[config.mk]
export PLATFORM = sky130hd
export DESIGN_NAME = cms_muting
export DESIGN_NICKNAME = d
export VERILOG_FILES = /design/src/shared/cms_pkg.sv /design/src/shared/cms_disc_if.sv /design/src/rtl/cms_discrepancy.sv /design/src/rtl/cms_muting.sv
export SDC_FILE = /design/constraint.sdc
export NUM_CORES = 1
export LEC_CHECK = 0
export BUFFER_PORTS_ARGS = -buffer_cell sky130_fd_sc_hd__buf_2
export CAP_MARGIN = 20
export CORE_MARGIN = 4
export CORE_UTILIZATION = 35
export CTS_BUF_LIST = sky130_fd_sc_hd__clkbuf_8
export DETAILED_ROUTE_END_ITERATION = 6
export PLACE_DENSITY_LB_ADDON = 0.25
export SLEW_MARGIN = 20
export SYNTH_ARGS = -nofsm -noshare
export SYNTH_HDL_FRONTEND = slang
export SYNTH_SLANG_ARGS = --single-unit
export TNS_END_PERCENT = 20
[constraint.sdc]
create_clock -name core_clk -period 2.75 [get_ports core_clk]
set_input_delay 0.825 -clock core_clk [delete_from_list [all_inputs] [get_ports core_clk]]
set_output_delay 0.825 -clock core_clk [all_outputs]
set_load 0.05 [all_outputs]
[src/shared/cms_pkg.sv]
//Contract
// - On channel discrepancy drive enable OFF, raise fault and discrepancy error.
// - Discrepancy error clears once inputs go inactive and then active again.
// - Discrepancy error also clears on a run, halt, run transition.
// - While muting, ignore the curtain and hold enable ON until end condition.
// - Four muting modes: parallel, forward sequential, bidirectional sequential, position.
// - Muting status rises only when all applicable start conditions hold together.
// - Muting start needs the curtain beam input active, light path clear.
// - Muting start needs no discrepancy, synchronisation or sequence error present.
// - Muting start needs all muting sensors seen OFF beforehand.
// - Parallel and sequential modes need the two sensors to detect in order.
// - Parallel and sequential modes need the detection gap inside the window.
// - Position mode skips order and window checks; starts when sensor turns ON.
// - Raise a sequence error when the two sensors detect out of order.
// - Raise a synchronisation error when the detection gap leaves the window.
// - Curtain going inactive before muting drives enable OFF.
// - Muting ends on the mode-specific sensor release.
// - At start of operation clear all errors and reset all timers.
package cms_pkg;
    // Controller scan period and core clock period
    localparam int unsigned SCAN_PERIOD_NS = 1000000;
    localparam int unsigned CLK_PERIOD_NS  = 100;
    localparam int unsigned SCAN_CYCLES    = SCAN_PERIOD_NS / CLK_PERIOD_NS;
    // Discrepancy time, in ns, as scans
    localparam int unsigned DISC_TIME_NS   = 30000000;
    localparam int unsigned DISC_SCANS     = DISC_TIME_NS / SCAN_PERIOD_NS;

    localparam int DIV_W   = 16;
    localparam int DISC_W  = 12;
    localparam int SYNC_W  = 8;

    // Muting sensor bit positions
    localparam int S11 = 0;
    localparam int S12 = 1;
    localparam int S21 = 2;
    localparam int S22 = 3;

    typedef enum logic [1:0] {
        MODE_PARALLEL = 2'h0,
        MODE_FWD_SEQ  = 2'h1,
        MODE_BIDIR    = 2'h2,
        MODE_POSITION = 2'h3
    } cms_mode_type;

    typedef enum logic [3:0] {
        ST_IDLE  = 4'h1,
        ST_ARMED = 4'h2,
        ST_SYNC  = 4'h4,
        ST_MUTE  = 4'h8
    } cms_state_type;
endpackage

[src/shared/cms_disc_if.sv]
`timescale 1ns/100ps
interface cms_disc_if;
    logic       scan_en;
    logic       run;
    logic       run_start;
    logic       complement;
    logic [1:0] ch;
    logic       beam_active;
    logic       disc_err;

    modport main (output scan_en, run, run_start, complement, ch,
                  input  beam_active, disc_err);
    modport chk  (input  scan_en, run, run_start, complement, ch,
                  output beam_active, disc_err);
endinterface

[src/rtl/cms_discrepancy.sv]
`timescale 1ns/100ps
module cms_discrepancy #(
    parameter int unsigned DISC_SCANS = cms_pkg::DISC_SCANS
) (
    input  wire logic core_clk,   // Core clock
    input  wire logic rstn,       // Async reset, active low
    cms_disc_if.chk   dif         // Channel pair and verdict
);
    typedef struct packed {
        logic [cms_pkg::DISC_W-1:0] cnt;
        logic                       err;
        logic                       seen_off;
        logic                       halted;
        logic                       active;
    } cms_disc_state_type;

    cms_disc_state_type cur;
    cms_disc_state_type next_cur;

    logic agree;
    logic act;
    logic idle;

    always_comb begin
        // Complementary wiring means channel 2 is normally open
        agree    = dif.complement ? (dif.ch[0] != dif.ch[1]) : (dif.ch[0] == dif.ch[1]);
        act      = agree && dif.ch[0];
        idle     = agree && !dif.ch[0];
        next_cur = cur;
        if (!dif.run) begin
            next_cur.halted = 1'b1;
            next_cur.active = 1'b0;
        end
        if (dif.run_start) begin
            next_cur.cnt      = '0;
            if (cur.halted) begin
                next_cur.err = 1'b0;
            end
            next_cur.seen_off = 1'b0;
            next_cur.halted   = 1'b0;
        end else if (dif.run && dif.scan_en) begin
            if (agree) begin
                next_cur.cnt = '0;
            end else if (cur.cnt != cms_pkg::DISC_W'(DISC_SCANS)) begin
                next_cur.cnt = cur.cnt + 1'b1;
            end
            if (cur.err && idle) begin
                next_cur.seen_off = 1'b1;
            end
            if (cur.err && cur.seen_off && act) begin
                next_cur.err      = 1'b0;
                next_cur.seen_off = 1'b0;
            end
            // A zero discrepancy time disables the check
            if (!agree && DISC_SCANS != 0 &&
                cur.cnt + 1'b1 >= cms_pkg::DISC_W'(DISC_SCANS)) begin
                next_cur.err      = 1'b1;
                next_cur.seen_off = 1'b0;
            end
            next_cur.active = act && !next_cur.err;
        end
    end

    always_ff @(posedge core_clk or negedge rstn) begin
        if (!rstn) begin
            cur <= '0;
        end else begin
            cur <= next_cur;
        end
    end

    assign dif.beam_active = cur.active;
    assign dif.disc_err    = cur.err;
endmodule

[src/rtl/cms_muting.sv]
`timescale 1ns/100ps
module cms_muting #(
    parameter int unsigned SCAN_CYCLES = cms_pkg::SCAN_CYCLES,
    parameter int unsigned DISC_SCANS  = cms_pkg::DISC_SCANS
) (
    input  wire logic                      core_clk,       // Core clock, 10 MHz
    input  wire logic                      rstn,           // Async reset, active low
    input  wire logic                      run_mode,       // 1 run, 0 halt
    input  wire logic [1:0]                curtain_beam_input, // Curtain channels 1 and 2
    input  wire logic                      cfg_complement, // Channel 2 is normally open
    input  wire logic [3:0]                mute_sensor,    // Sensors 11,12,21,22 ON = object
    input  wire logic [1:0]                cfg_mode,       // Muting mode select
    input  wire logic                      cfg_order_swap, // Expect sensor 12 before 11
    input  wire logic [cms_pkg::SYNC_W-1:0] cfg_sync_min,  // Least gap, scans
    input  wire logic [cms_pkg::SYNC_W-1:0] cfg_sync_max,  // Longest gap, scans
    output logic                           out_enable,     // Machine enable
    output logic                           fault_present,  // Any error present
    output logic                           disc_error,     // Curtain discrepancy error
    output logic                           seq_error,      // Sensor order error
    output logic                           sync_error,     // Sensor gap error
    output logic                           muting_status   // Muting in force
);
    typedef struct packed {
        logic [cms_pkg::DIV_W-1:0]  div;
        logic                       scan;
        logic                       run_prev;
        logic                       run_start;
        cms_pkg::cms_state_type     st;
        logic                       rev;
        logic [cms_pkg::SYNC_W-1:0] gap;
        logic                       seq_err;
        logic                       sync_err;
        logic                       mute;
        logic                       enable;
        logic                       fault;
        logic                       disc;
    } cms_top_state_type;

    cms_top_state_type cur;
    cms_top_state_type next_cur;
    cms_disc_if        dif ();

    cms_pkg::cms_mode_type mode;
    logic                  first_on;
    logic                  second_on;
    logic                  other_on;
    logic                  ended;
    logic                  errs;
    logic                  all_off;

    assign dif.scan_en    = cur.scan;
    assign dif.run        = run_mode;
    assign dif.run_start  = cur.run_start;
    assign dif.complement = cfg_complement;
    assign dif.ch         = curtain_beam_input;

    cms_discrepancy #(
        .DISC_SCANS (DISC_SCANS)
    ) u_disc (
        .core_clk (core_clk),
        .rstn     (rstn),
        .dif      (dif)
    );

    always_comb begin
        mode     = cms_pkg::cms_mode_type'(cfg_mode);
        all_off  = (mute_sensor == 4'h0);
        next_cur = cur;
        // Pair the two sensors that open the sequence; reverse entry uses 22 then 21
        if (cur.rev) begin
            first_on  = mute_sensor[cms_pkg::S22];
            second_on = mute_sensor[cms_pkg::S21];
        end else if (cfg_order_swap) begin
            first_on  = mute_sensor[cms_pkg::S12];
            second_on = mute_sensor[cms_pkg::S11];
        end else begin
            first_on  = mute_sensor[cms_pkg::S11];
            second_on = mute_sensor[cms_pkg::S12];
        end
        other_on = (mode == cms_pkg::MODE_BIDIR) &&
                   (mute_sensor[cms_pkg::S12] || mute_sensor[cms_pkg::S21]);
        unique case (mode)
            cms_pkg::MODE_PARALLEL: ended = !mute_sensor[cms_pkg::S11] ||
                                            !mute_sensor[cms_pkg::S12];
            cms_pkg::MODE_POSITION: ended = !mute_sensor[cms_pkg::S11];
            default: ended = cur.rev ? (mute_sensor[3:1] == 3'h0)
                                     : (mute_sensor[2:0] == 3'h0);
        endcase
        errs = dif.disc_err || cur.seq_err || cur.sync_err;

        // Scan divider: the muting state machine advances once per scan
        next_cur.scan      = 1'b0;
        next_cur.run_start = run_mode && !cur.run_prev;
        next_cur.run_prev  = run_mode;
        if (cur.div == cms_pkg::DIV_W'(SCAN_CYCLES - 1)) begin
            next_cur.div  = '0;
            next_cur.scan = 1'b1;
        end else begin
            next_cur.div = cur.div + 1'b1;
        end

        if (!run_mode) begin
            next_cur.st   = cms_pkg::ST_IDLE;
            next_cur.mute = 1'b0;
        end else if (cur.run_start) begin
            next_cur.st       = cms_pkg::ST_IDLE;
            next_cur.gap      = '0;
            next_cur.seq_err  = 1'b0;
            next_cur.sync_err = 1'b0;
            next_cur.mute     = 1'b0;
            next_cur.div      = '0;
        end else if (cur.scan) begin
            // Order and gap alarms stand until every sensor has cleared again
            if (all_off && cur.st != cms_pkg::ST_SYNC) begin
                next_cur.seq_err  = 1'b0;
                next_cur.sync_err = 1'b0;
            end
            unique case (cur.st)
                cms_pkg::ST_IDLE: begin
                    next_cur.rev = 1'b0;
                    if (all_off && dif.beam_active && !errs) begin
                        next_cur.st = cms_pkg::ST_ARMED;
                    end
                end
                cms_pkg::ST_ARMED: begin
                    next_cur.gap = '0;
                    if (!dif.beam_active || errs) begin
                        next_cur.st = cms_pkg::ST_IDLE;
                    end else if (mode == cms_pkg::MODE_POSITION) begin
                        if (mute_sensor[cms_pkg::S11]) begin
                            next_cur.st   = cms_pkg::ST_MUTE;
                            next_cur.mute = 1'b1;
                        end
                    end else if (first_on && second_on) begin
                        // Simultaneous detection is a zero gap
                        if (cfg_sync_min != '0) begin
                            next_cur.sync_err = 1'b1;
                            next_cur.st       = cms_pkg::ST_IDLE;
                        end else begin
                            next_cur.st   = cms_pkg::ST_MUTE;
                            next_cur.mute = 1'b1;
                        end
                    end else if (first_on) begin
                        next_cur.st = cms_pkg::ST_SYNC;
                    end else if (mode == cms_pkg::MODE_BIDIR &&
                                 mute_sensor[cms_pkg::S22]) begin
                        next_cur.rev = 1'b1;
                        next_cur.st  = cms_pkg::ST_SYNC;
                    end else if (second_on || other_on) begin
                        next_cur.seq_err = 1'b1;
                        next_cur.st      = cms_pkg::ST_IDLE;
                    end
                end
                cms_pkg::ST_SYNC: begin
                    if (!dif.beam_active || errs || !first_on) begin
                        next_cur.st = cms_pkg::ST_IDLE;
                    end else if (second_on) begin
                        if (cur.gap + 1'b1 < cfg_sync_min ||
                            cur.gap + 1'b1 > cfg_sync_max) begin
                            next_cur.sync_err = 1'b1;
                            next_cur.st       = cms_pkg::ST_IDLE;
                        end else begin
                            next_cur.st   = cms_pkg::ST_MUTE;
                            next_cur.mute = 1'b1;
                        end
                    end else if (cur.gap + 1'b1 > cfg_sync_max) begin
                        next_cur.sync_err = 1'b1;
                        next_cur.st       = cms_pkg::ST_IDLE;
                    end else begin
                        next_cur.gap = cur.gap + 1'b1;
                    end
                end
                cms_pkg::ST_MUTE: begin
                    // Curtain state is not consulted here; only the release or a
                    // discrepancy or a halt ends muting
                    if (ended || dif.disc_err) begin
                        next_cur.st   = cms_pkg::ST_IDLE;
                        next_cur.mute = 1'b0;
                    end
                end
            endcase
        end

        // Drop muting at once; waiting for the next scan would leave it standing
        // beside a raised discrepancy error
        if (dif.disc_err) begin
            next_cur.st   = cms_pkg::ST_IDLE;
            next_cur.mute = 1'b0;
        end

        // Discrepancy forces the safe state even in the middle of muting
        next_cur.enable = run_mode && !dif.disc_err &&
                          (next_cur.mute || dif.beam_active);
        next_cur.disc   = dif.disc_err;
        next_cur.fault  = dif.disc_err || next_cur.seq_err || next_cur.sync_err;
    end

    always_ff @(posedge core_clk or negedge rstn) begin
        if (!rstn) begin
            cur     <= '0;
            cur.st  <= cms_pkg::ST_IDLE;
        end else begin
            cur <= next_cur;
        end
    end

    assign out_enable    = cur.enable;
    assign fault_present = cur.fault;
    assign disc_error    = cur.disc;
    assign seq_error     = cur.seq_err;
    assign sync_error    = cur.sync_err;
    assign muting_status = cur.mute;
endmodule

==> reports/qor.yml, run 1 <==
outcome:
  status: "completed"
detailed_routing:
  num_vias: 3272
  dr_wl_met2_mm: 4.35
  ant_nets: 0
  maxUsedRoutingLayer: "met4"
  via_per_inst: 5.39
  initialDrtViolationCount: 147
  met3_wirelength_um: 348
  drc: 0
  drt_first_pass_iters: 4
  wl_mm: 8.90
  routedWlPerCell_um: 14.7
  met1_length_mm: 4.15
synthesis:
  synth_area_sq_um: 3740
  synth_top_cell_area_share_pct: 35.5
  synth_top_cell_by_area: "dfrtp_1"
  synth_top_family_by_area: "simple AND/OR/NAND/NOR gates"
  synth_seq_area_share_pct: 36.2
  syn_area_per_cell_sq_um: 8.97
  synth_commonest_cells: "dfrtp_1, nor2_1, nand2_1"
  synthDistinctLibCells: 63
  synth.area.top_cells: "dfrtp_1, ha_1, o21ai_0, nor2_1, nand2_1"
  synth_compound_area_share_pct: 18.4
  synth_edf_count: 0
  synth_most_common_cell: "dfrtp_1"
  synth-simple-area-share_pct: 26.0
  yosysWarnings: 0
  ys_async_sr_fraction_pct: 100
  synth_nets: 469
  synth_seq_cells: 54
  synthCells: 417
  synth-xor-area-share_pct: 5.86
  synth-main-ff-cell: "dfrtp_1"
  synthAdderAreaFrac_pct: 7.97
  synthMuxAreaShare_pct: 1.14
critical_path:
  crit_arrival_ns: 2.93
  crit_type: "flip-flop to flip-flop"
  critPathMaxFanout: 6
  cp.required_ns: 2.97
  start_kind: "flip-flop"
  end_kind: "flip-flop"
die:
  die_w_um: 111
  ios: 35
  die-area_sq_um: 12400
  die_h_um: 111
  fp.coreArea_sq_um: 10400
  initial_utilization_pct: 36.1
  rows: 37
pwr:
  ir_drop_mv: 0.222
  powerDensity_nw_per_um2: 351
  power_leakage_nw: 1.96
cts:
  ctsHoldBuffers: 0
  ctsLongestPathBuffers: 2
  cts-root-buf: "clkbuf_8"
  cts.sinks: 54
  cts_made_buffers: 5
  cts.reportedPaths.clkPinSlew_ns: 0.11
  cts_tree: "built"
  clkLatencyLatePin_ns: 0.31
  htreeDepth: 2
timing:
  timing.fmax_mhz: 369
  fin_setup_tns_ns: 0
  period_share_pct: 98.4
  relSlewSlack_pct: 53.9
  hold_viol_final: 0
  tightestPinTransition_ns: 0.691
  setup_violations: 0
  period_minus_slack_ns: 2.71
  rsz0062_at_grt: "true"
  slew_viol_final: 0
  whs_ns: 0.389
  fin_skew_ns: 0.0118
global_route:
  grt_pass1_vias: 3216
  grt_pass1_wl_mm: 15.1
  grt_max_degree: 55
  grt_overflow: 0
  antenna_found_initial: 0
  grt.total_usage_pct: 14.4
placed_design:
  place_area_sq_um: 4170
  routabilityCongestion: 0.858
  portBuffers: 34
  hpwl_mm: 6.54
flow_run:
  drv_cap: 0
layout:
  fill_cells: 1052
  fin_nets: 522
  final_layout_size_suffix_gt1_share_pct: 22.7
  num_antenna_cells: 0
  syn2layout_area_growth_pct: 18.4
  fin_area_sq_um: 4430
min_path:
  hold_class: "flip-flop to flip-flop"
-- cell usage in the layout, fill, tap and decap left out, drive strengths merged, types with 5 or more instances in the layout --
master / instances
or3: 6
ha: 23
buf: 60
o31ai: 11
dfrtp: 53
nor2: 35
inv: 22
a31oi: 8
nand2b: 9
nor4b: 5
a21oi: 14
xor2: 11
nand4: 7
nor4: 5
o21ai: 39
nor2b: 6
and2: 5
xnor2: 14
nor3: 6
and3: 12
a32o: 5
clkbuf: 5
nand3: 22
nand2: 35
-- state kept, by name (all words and copies together) (netlist names) --
name,flops
cur,30
u_disc.cur,14
dif.run_start,1
dif.scan_en,1
disc_error,1
fault_present,1
muting_status,1
out_enable,1
seq_error,1
sync_error,1
u_disc.dif.beam_active,1
u_disc.dif.disc_err,1
-- cell families after synthesis --
family | Yosys count
compound gates | 103
buf+inv | 35
simple gates | 172
flops | 54
xor+xnor | 25
mux | 4
fa+ha+maj | 24
-- critical path, cell delays in order, from the launching register on --
cell	delay, ns
dfrtp_1	0.44
nand3_2	0.12
nor2_2	0.14
and3_1	0.19
xor2_1	0.19
ha_1	0.27
and4_1	0.17
nand4_1	0.07
o31a_2	0.19
a21oi_4	0.09
or3b_4	0.46
o311ai_4	0.29
-- area by class of cell --
type	instances	area (sq um)	share of cell area, %
timing repair buffer	60	365	8.26
tap	136	170	3.85
clock buffer	5	68.8	1.55
inverter	21	78.8	1.78
multi-input combinational	328	2370	53.7
clock inverter	3	13.8	0.311
sequential	54	1350	30.6
-- worst paths after layout --
kind                       startpoint  slack [ns]  cells past startpoint            end
setup / recovery               cur[7]        0.04                     11        cur[15]
hold / removal                cur[20]        0.39                      1  dif.run_start
setup reg to reg               cur[7]        0.04                     11        cur[15]
min in group asynchronous        rstn        0.63                      2        cur[14]
hold reg to reg               cur[20]        0.39                      1  dif.run_start
max in group asynchronous        rstn        1.61                      2         cur[9]
-- power by group --
part	internal [mW]	switching, mW	total, mW
logic	0.105	0.131	0.236
registers	0.834	0.0464	0.880
clock network	0.174	0.265	0.439
-- per-stage QoR --
| step | util (%) | setup WS, ns | cells | power, mW |
|---|---|---|---|---|
| after floorplan | - | 0.0532 | 417 | 1.03 |
| after global placement | 40.2 | 0.0281 | 597 | 1.12 |
| after detailed placement | 40.2 | -0.0821 | 597 | 1.13 |
| after CTS | 41.2 | -0.00756 | 605 | 1.58 |
| after global routing | 42.7 | -0.0879 | 607 | 1.65 |
| final | 42.7 | 0.0434 | 607 | 1.55 |
-- metal layers --
| layer | up-vias | global-route usage (%) |
|---|---|---|
| li1 | 1625 | - |
| met1 | 1570 | 19.0 |
| met2 | 73 | 24.8 |
| met3 | 4 | 2.77 |
| met4 | 0 | 2.68 |
| met5 | - | 0 |
-- repair_timing --
| action | CTS | global route |
|---|---|---|
| endpoints found under the setup margin | 13 | 13 |
| buffers inserted | 0 | 2 |
| resized for setup | 5 | 22 |
| pin swaps | 1 | 13 |
Power figures use the tool's default switching activity.
==> run 2, diff against run 1 <==
--- a/config.mk
+++ b/config.mk
@@ -12,6 +12,7 @@
 export CTS_BUF_LIST = sky130_fd_sc_hd__clkbuf_8
 export DETAILED_ROUTE_END_ITERATION = 6
 export PLACE_DENSITY_LB_ADDON = 0.25
+export RECOVER_POWER = 25
 export SLEW_MARGIN = 20
 export SYNTH_ARGS = -nofsm -noshare
 export SYNTH_HDL_FRONTEND = slang
==> run 2 against run 1 <==
Compared with the run above:
- sequential cell count stayed put
- clock skew is 0.00063 ns lower
- sequential power hardly changed
- clock power hardly changed
==> reports/qor.yml, run 2 (same netlist as run 1, synthesis figures left out) <==
cts:
  htreeDepth: 2  # unchanged
  cts-root-buf: "clkbuf_8"
  clkLatencyLatePin_ns: 0.31  # about the same
  cts.reportedPaths.clkPinSlew_ns: 0.10  # about the same
  cts_made_buffers: 5  # unchanged
  cts_tree: "built"
  cts.sinks: 54  # unchanged
  ctsLongestPathBuffers: 2  # unchanged
critical_path:
  critPathMaxFanout: 6  # unchanged
  crit_arrival_ns: 2.93  # about the same
  start_kind: "flip-flop"
  crit_type: "flip-flop to flip-flop"
  cp.required_ns: 2.97  # about the same
  end_kind: "flip-flop"
layout:
  layout_commonest_cell: "dfrtp_1"
  regMostFlops: "cur"
  largest_reg_flops: 30  # unchanged
  final_cell_mix: "dfrtp_1, buf_2, nand2_1, nor2_1, o21ai_0"
  num_antenna_cells: 0  # unchanged
  instances_no_fill: 607  # unchanged
  utilization_pct: 42.6  # -0.060 points
  largestRegisters: "cur x30, u_disc.cur x14"
  fin_nets: 522  # unchanged
  final_layout_size_suffix_gt1_share_pct: 22.5  # -0.21 points
  syn2layout_area_growth_pct: 18.2
global_route:
  grt_max_degree: 55  # unchanged
  grt_overflow: 0  # unchanged
  grt.total_usage_pct: 14.4  # unchanged
  grt_pass1_wl_mm: 15.1  # unchanged
  grt_pass1_vias: 3216  # unchanged
  antenna_found_initial: 0  # unchanged
timing:
  relSlewSlack_pct: 10.9  # -43 points
  tightestPinTransition_ns: 1.34  # +0.645 ns
  slew_viol_final: 0  # unchanged
  setup_violations: 0  # unchanged
  hold_viol_final: 0  # unchanged
  timing.fmax_mhz: 370  # about the same
  period_share_pct: 98.4  # about the same
  whs_ns: 0.391  # +0.00228 ns
  fin_skew_ns: 0.0111  # -0.000632 ns
  rsz0062_at_grt: "true"
  setup_ws_ns: 0.0443  # +0.000834 ns
  period_minus_slack_ns: 2.71  # -0.000834 ns
pwr:
  power_mw: 1.55  # about the same
  power_leakage_nw: 1.96  # -0.25%
  powerDensity_nw_per_um2: 352  # about the same
  ir_drop_mv: 0.221  # -0.52%
detailed_routing:
  ant_nets: 0  # unchanged
  wl_mm: 8.87  # -0.37%
  via_per_inst: 5.35  # -0.83%
  num_vias: 3245  # -0.83%
  drt_first_pass_iters: 4  # unchanged
  drc: 0  # unchanged
  routedWlPerCell_um: 14.6  # -0.37%
  initialDrtViolationCount: 159  # +8.2%
placed_design:
  routabilityCongestion: 0.858  # unchanged
  dp.cells: 597  # unchanged
  dpl_worst_slack_ns: -0.0821  # unchanged
  hpwl_mm: 6.54  # unchanged
  portBuffers: 34  # unchanged
outcome:
  status: "completed"
die:
  die-area_sq_um: 12400  # unchanged
  fp.coreArea_sq_um: 10400  # unchanged
  initial_utilization_pct: 36.1  # unchanged
  rows: 37  # unchanged
  ios: 35  # unchanged
  die_w_um: 111  # unchanged
  die_h_um: 111  # unchanged
flow_run:
  drv_cap: 0  # unchanged
min_path:
  hold_class: "flip-flop to flip-flop"
run 2: cell types whose count changed in the layout (fill, tap and decap cells not counted), sizes merged:
cell and change:
clkbuf +2, buf -2
run 2: power breakdown:
group          switching (mW)  internal, mW
sequential             0.0464         0.834
clock                   0.264         0.174
combinational           0.131         0.104
total                   0.442          1.11
run 2: worst max-delay path, cell delays in order, from the launching register on:
cell and delay (ns):
dfrtp_1 0.44, nand3_2 0.12, nor2_2 0.14, and3_1 0.19, xor2_1 0.19, ha_1 0.27, and4_1 0.17, nand4_1 0.07
o31a_2 0.19, a21oi_4 0.09, or3b_4 0.46, o311ai_4 0.29
run 2: per-stage QoR:
stage	setup TNS [ns]	instance area [sq um]
after global placement	0	4170
after CTS	-0.00756	4280
final	0	4420
after global routing	-0.631	4420
after floorplan	0	3740
after detailed placement	-0.463	4170
run 2: final timing paths:
path / start / end / slack [ns] / cells after the start
max: cur[7] / cur[15] / 0.04 / 11
min: cur[20] / dif.run_start / 0.39 / 1
max reg2reg: cur[7] / cur[15] / 0.04 / 11
min reg2reg: cur[20] / dif.run_start / 0.39 / 1
max in group asynchronous: rstn / cur[9] / 0.96 / 2
min in group asynchronous: rstn / cur[14] / 0.88 / 2
run 2: layout make-up:
class / instances / area (sq um)
clock buffers: 5 / 68.8
clock inverters: 3 / 13.8
fillers: 1053 / 5950
inverters: 21 / 78.8
multi-input cells: 328 / 2370
flip-flops and latches: 54 / 1350
well taps: 136 / 170
repair buffers: 60 / 359
run 2: repair_timing:
item                                    4_1_cts  5_1_grt
hold buffers                                  0        0
hold endpoints to repair                      0        0
endpoints found under the setup margin       13       13
setup buffers                                 0        2
resized for setup                             5       22
pin swaps                                     1       13
run 2: per-layer routing:
layer	global-route usage, %	vias up	part of all wire, %
li1	-	1624	-
met1	19.0	1555	47
met2	24.8	58	49
met3	2.77	8	3.6
met4	2.68	0	0.99
met5	0	-	0
==> run 3, diff against run 2 <==
--- a/config.mk
+++ b/config.mk
@@ -5,7 +5,7 @@
 export SDC_FILE = /design/constraint.sdc
 export NUM_CORES = 1
 export LEC_CHECK = 0
-export BUFFER_PORTS_ARGS = -buffer_cell sky130_fd_sc_hd__buf_2
+export BUFFER_PORTS_ARGS = -buffer_cell sky130_fd_sc_hd__clkbuf_2
 export CAP_MARGIN = 20
 export CORE_MARGIN = 4
 export CORE_UTILIZATION = 35
==> run 3 against run 2 <==
Compared with the run above:
- combinational power rose by 3%
- non-clock buffer count did not move
- cell count did not move
- global-route usage fell by 0.56 points
==> reports/qor.yml, run 3 (same netlist as run 1, synthesis figures left out) <==
timing:
  relSlewSlack_pct: 23.7  # +13 points
  hold_viol_final: 0  # unchanged
  slew_viol_final: 0  # unchanged
  period_minus_slack_ns: 2.65  # -0.0583 ns
  timing.fmax_mhz: 378  # +2.2%
  tightestPinTransition_ns: 1.14  # -0.191 ns
  setup_ws_ns: 0.103  # +0.0583 ns
  fin_skew_ns: 0.00383  # -0.00730 ns
  setup_violations: 0  # unchanged
  period_share_pct: 96.3  # -2.1 points
  rsz0062_at_grt: "true"
critical_path:
  cp_num_buf_inv: 0  # unchanged
  crit_path_top_delay_cell: "dfrtp_1"
  critPathTopFamily: "simple AND/OR/NAND/NOR gates"
  cp_cell_sequence: "nand3_2, nor2_2, and3_1, xor2_1, ha_1, and4_1, o31a_2, nand2_2, a21o_1, a21oi_2, or3_1"
  critPathMaxStageDelay_ns: 0.40  # -0.06 ns
  crit_arrival_ns: 2.83  # -0.10 ns
  end_kind: "flip-flop"
  cp.required_ns: 2.94  # -0.03 ns
  start_kind: "flip-flop"
  critPathMaxFanout: 3  # -3
  crit_type: "flip-flop to flip-flop"
cts:
  cts-root-buf: "clkbuf_8"
  cts.reportedPaths.clkPinSlew_ns: 0.10  # about the same
  cts.sinks: 54  # unchanged
  cts_tree: "built"
  clkLatencyLatePin_ns: 0.30  # about the same
  htreeDepth: 2  # unchanged
  cts_made_buffers: 5  # unchanged
  ctsLongestPathBuffers: 2  # unchanged
die:
  die_w_um: 111  # unchanged
  rows: 37  # unchanged
  ios: 35  # unchanged
  fp.coreArea_sq_um: 10400  # unchanged
  initial_utilization_pct: 36.1  # unchanged
  die_h_um: 111  # unchanged
  die-area_sq_um: 12400  # unchanged
placed_design:
  portBuffers: 34  # unchanged
  hpwl_mm: 6.71  # +2.5%
  routabilityCongestion: 0.852  # -0.62%
  dp.cells: 597  # unchanged
  dpl_worst_slack_ns: 0.0193  # +0.101 ns
detailed_routing:
  routedWlPerCell_um: 14.2  # -2.6%
  initialDrtViolationCount: 153  # -3.8%
  wl_mm: 8.64  # -2.6%
  num_vias: 3253  # +0.25%
  drt_first_pass_iters: 4  # unchanged
  via_per_inst: 5.36  # +0.25%
  drc: 0  # unchanged
  ant_nets: 0  # unchanged
pwr:
  power_leakage_nw: 1.94  # -0.67%
  power_mw: 1.58  # +1.6%
  powerDensity_nw_per_um2: 362  # +3.1%
  ir_drop_mv: 0.216  # -2.2%
outcome:
  status: "completed"
layout:
  final_layout_size_suffix_gt1_share_pct: 21.2  # -1.3 points
  regMostFlops: "cur"
  syn2layout_area_growth_pct: 16.5
  instances_no_fill: 607  # unchanged
  fin_nets: 522  # unchanged
  final_cell_mix: "dfrtp_1, nand2_1, nor2_1, clkbuf_2, o21ai_0"
  largestRegisters: "cur x30, u_disc.cur x14"
  layout_commonest_cell: "dfrtp_1"
  largest_reg_flops: 30  # unchanged
  num_antenna_cells: 0  # unchanged
min_path:
  hold_class: "flip-flop to flip-flop"
global_route:
  antenna_found_initial: 0  # unchanged
  grt.total_usage_pct: 13.8  # -0.56 points
  grt_pass1_vias: 3110  # -3.3%
  grt_overflow: 0  # unchanged
  grt_pass1_wl_mm: 14.6  # -3.4%
  grt_max_degree: 36  # -35%
flow_run:
  drv_cap: 0  # unchanged
==> run 3: final cells by class <==
class,instances,area [sq um]
fill,1046,6010
multi-input combinational,328,2310
inverter,21,78.8
clock inverter,2,8.76
sequential,54,1350
timing repair buffer,60,357
tap,136,170
clock buffer,6,82.6
==> run 3: metrics by stage <==
step / TNS (ns) / hold WS [ns] / area, sq um / utilization [%]
4_1_cts: 0 / 0.408 / 4280 / 41.3
3_3_place_gp: 0 / 0.388 / 4180 / 40.3
3_5_place_dp: 0 / 0.391 / 4180 / 40.3
6_report: 0 / 0.406 / 4360 / 42.0
5_1_grt: -0.372 / 0.436 / 4360 / 42.0
2_1_floorplan: 0 / 0.374 / 3740 / -
==> run 3: final timing paths <==
| check | from | depth (start not counted) | slack, ns | end |
|---|---|---|---|---|
| worst max register to register | cur[7] | 11 | 0.10 | fault_present |
| min in group asynchronous | rstn | 1 | 0.72 | cur[17] |
| max in group asynchronous | rstn | 2 | 0.62 | cur[27] |
| worst min register to register | cur[20] | 1 | 0.41 | dif.run_start |
| worst min-delay path | cur[20] | 1 | 0.41 | dif.run_start |
| worst max-delay path | cur[7] | 11 | 0.10 | fault_present |
==> run 3: routing by layer <==
metal	share of wire (%)	track usage (%)	vias to the layer above
met5	0	0	-
met4	1.5	3.97	0
met3	3.5	2.45	8
met2	47	23.0	52
met1	48	18.5	1569
li1	-	-	1624
==> run 3: power by group <==
group	total, mW	leakage (nW)	internal (mW)	switching, mW
registers	0.873	0.736	0.834	0.0398
logic	0.243	1.16	0.106	0.136
clock network	0.462	0.0524	0.201	0.261
==> run 3: timing repair <==
action                                  4_1_cts  5_1_grt
buffers inserted                              0        2
gates resized for setup                       1       17
hold buffers                                  0        0
pin swaps                                     0       16
endpoints found under the setup margin        3       14
hold endpoints to repair                      0        0
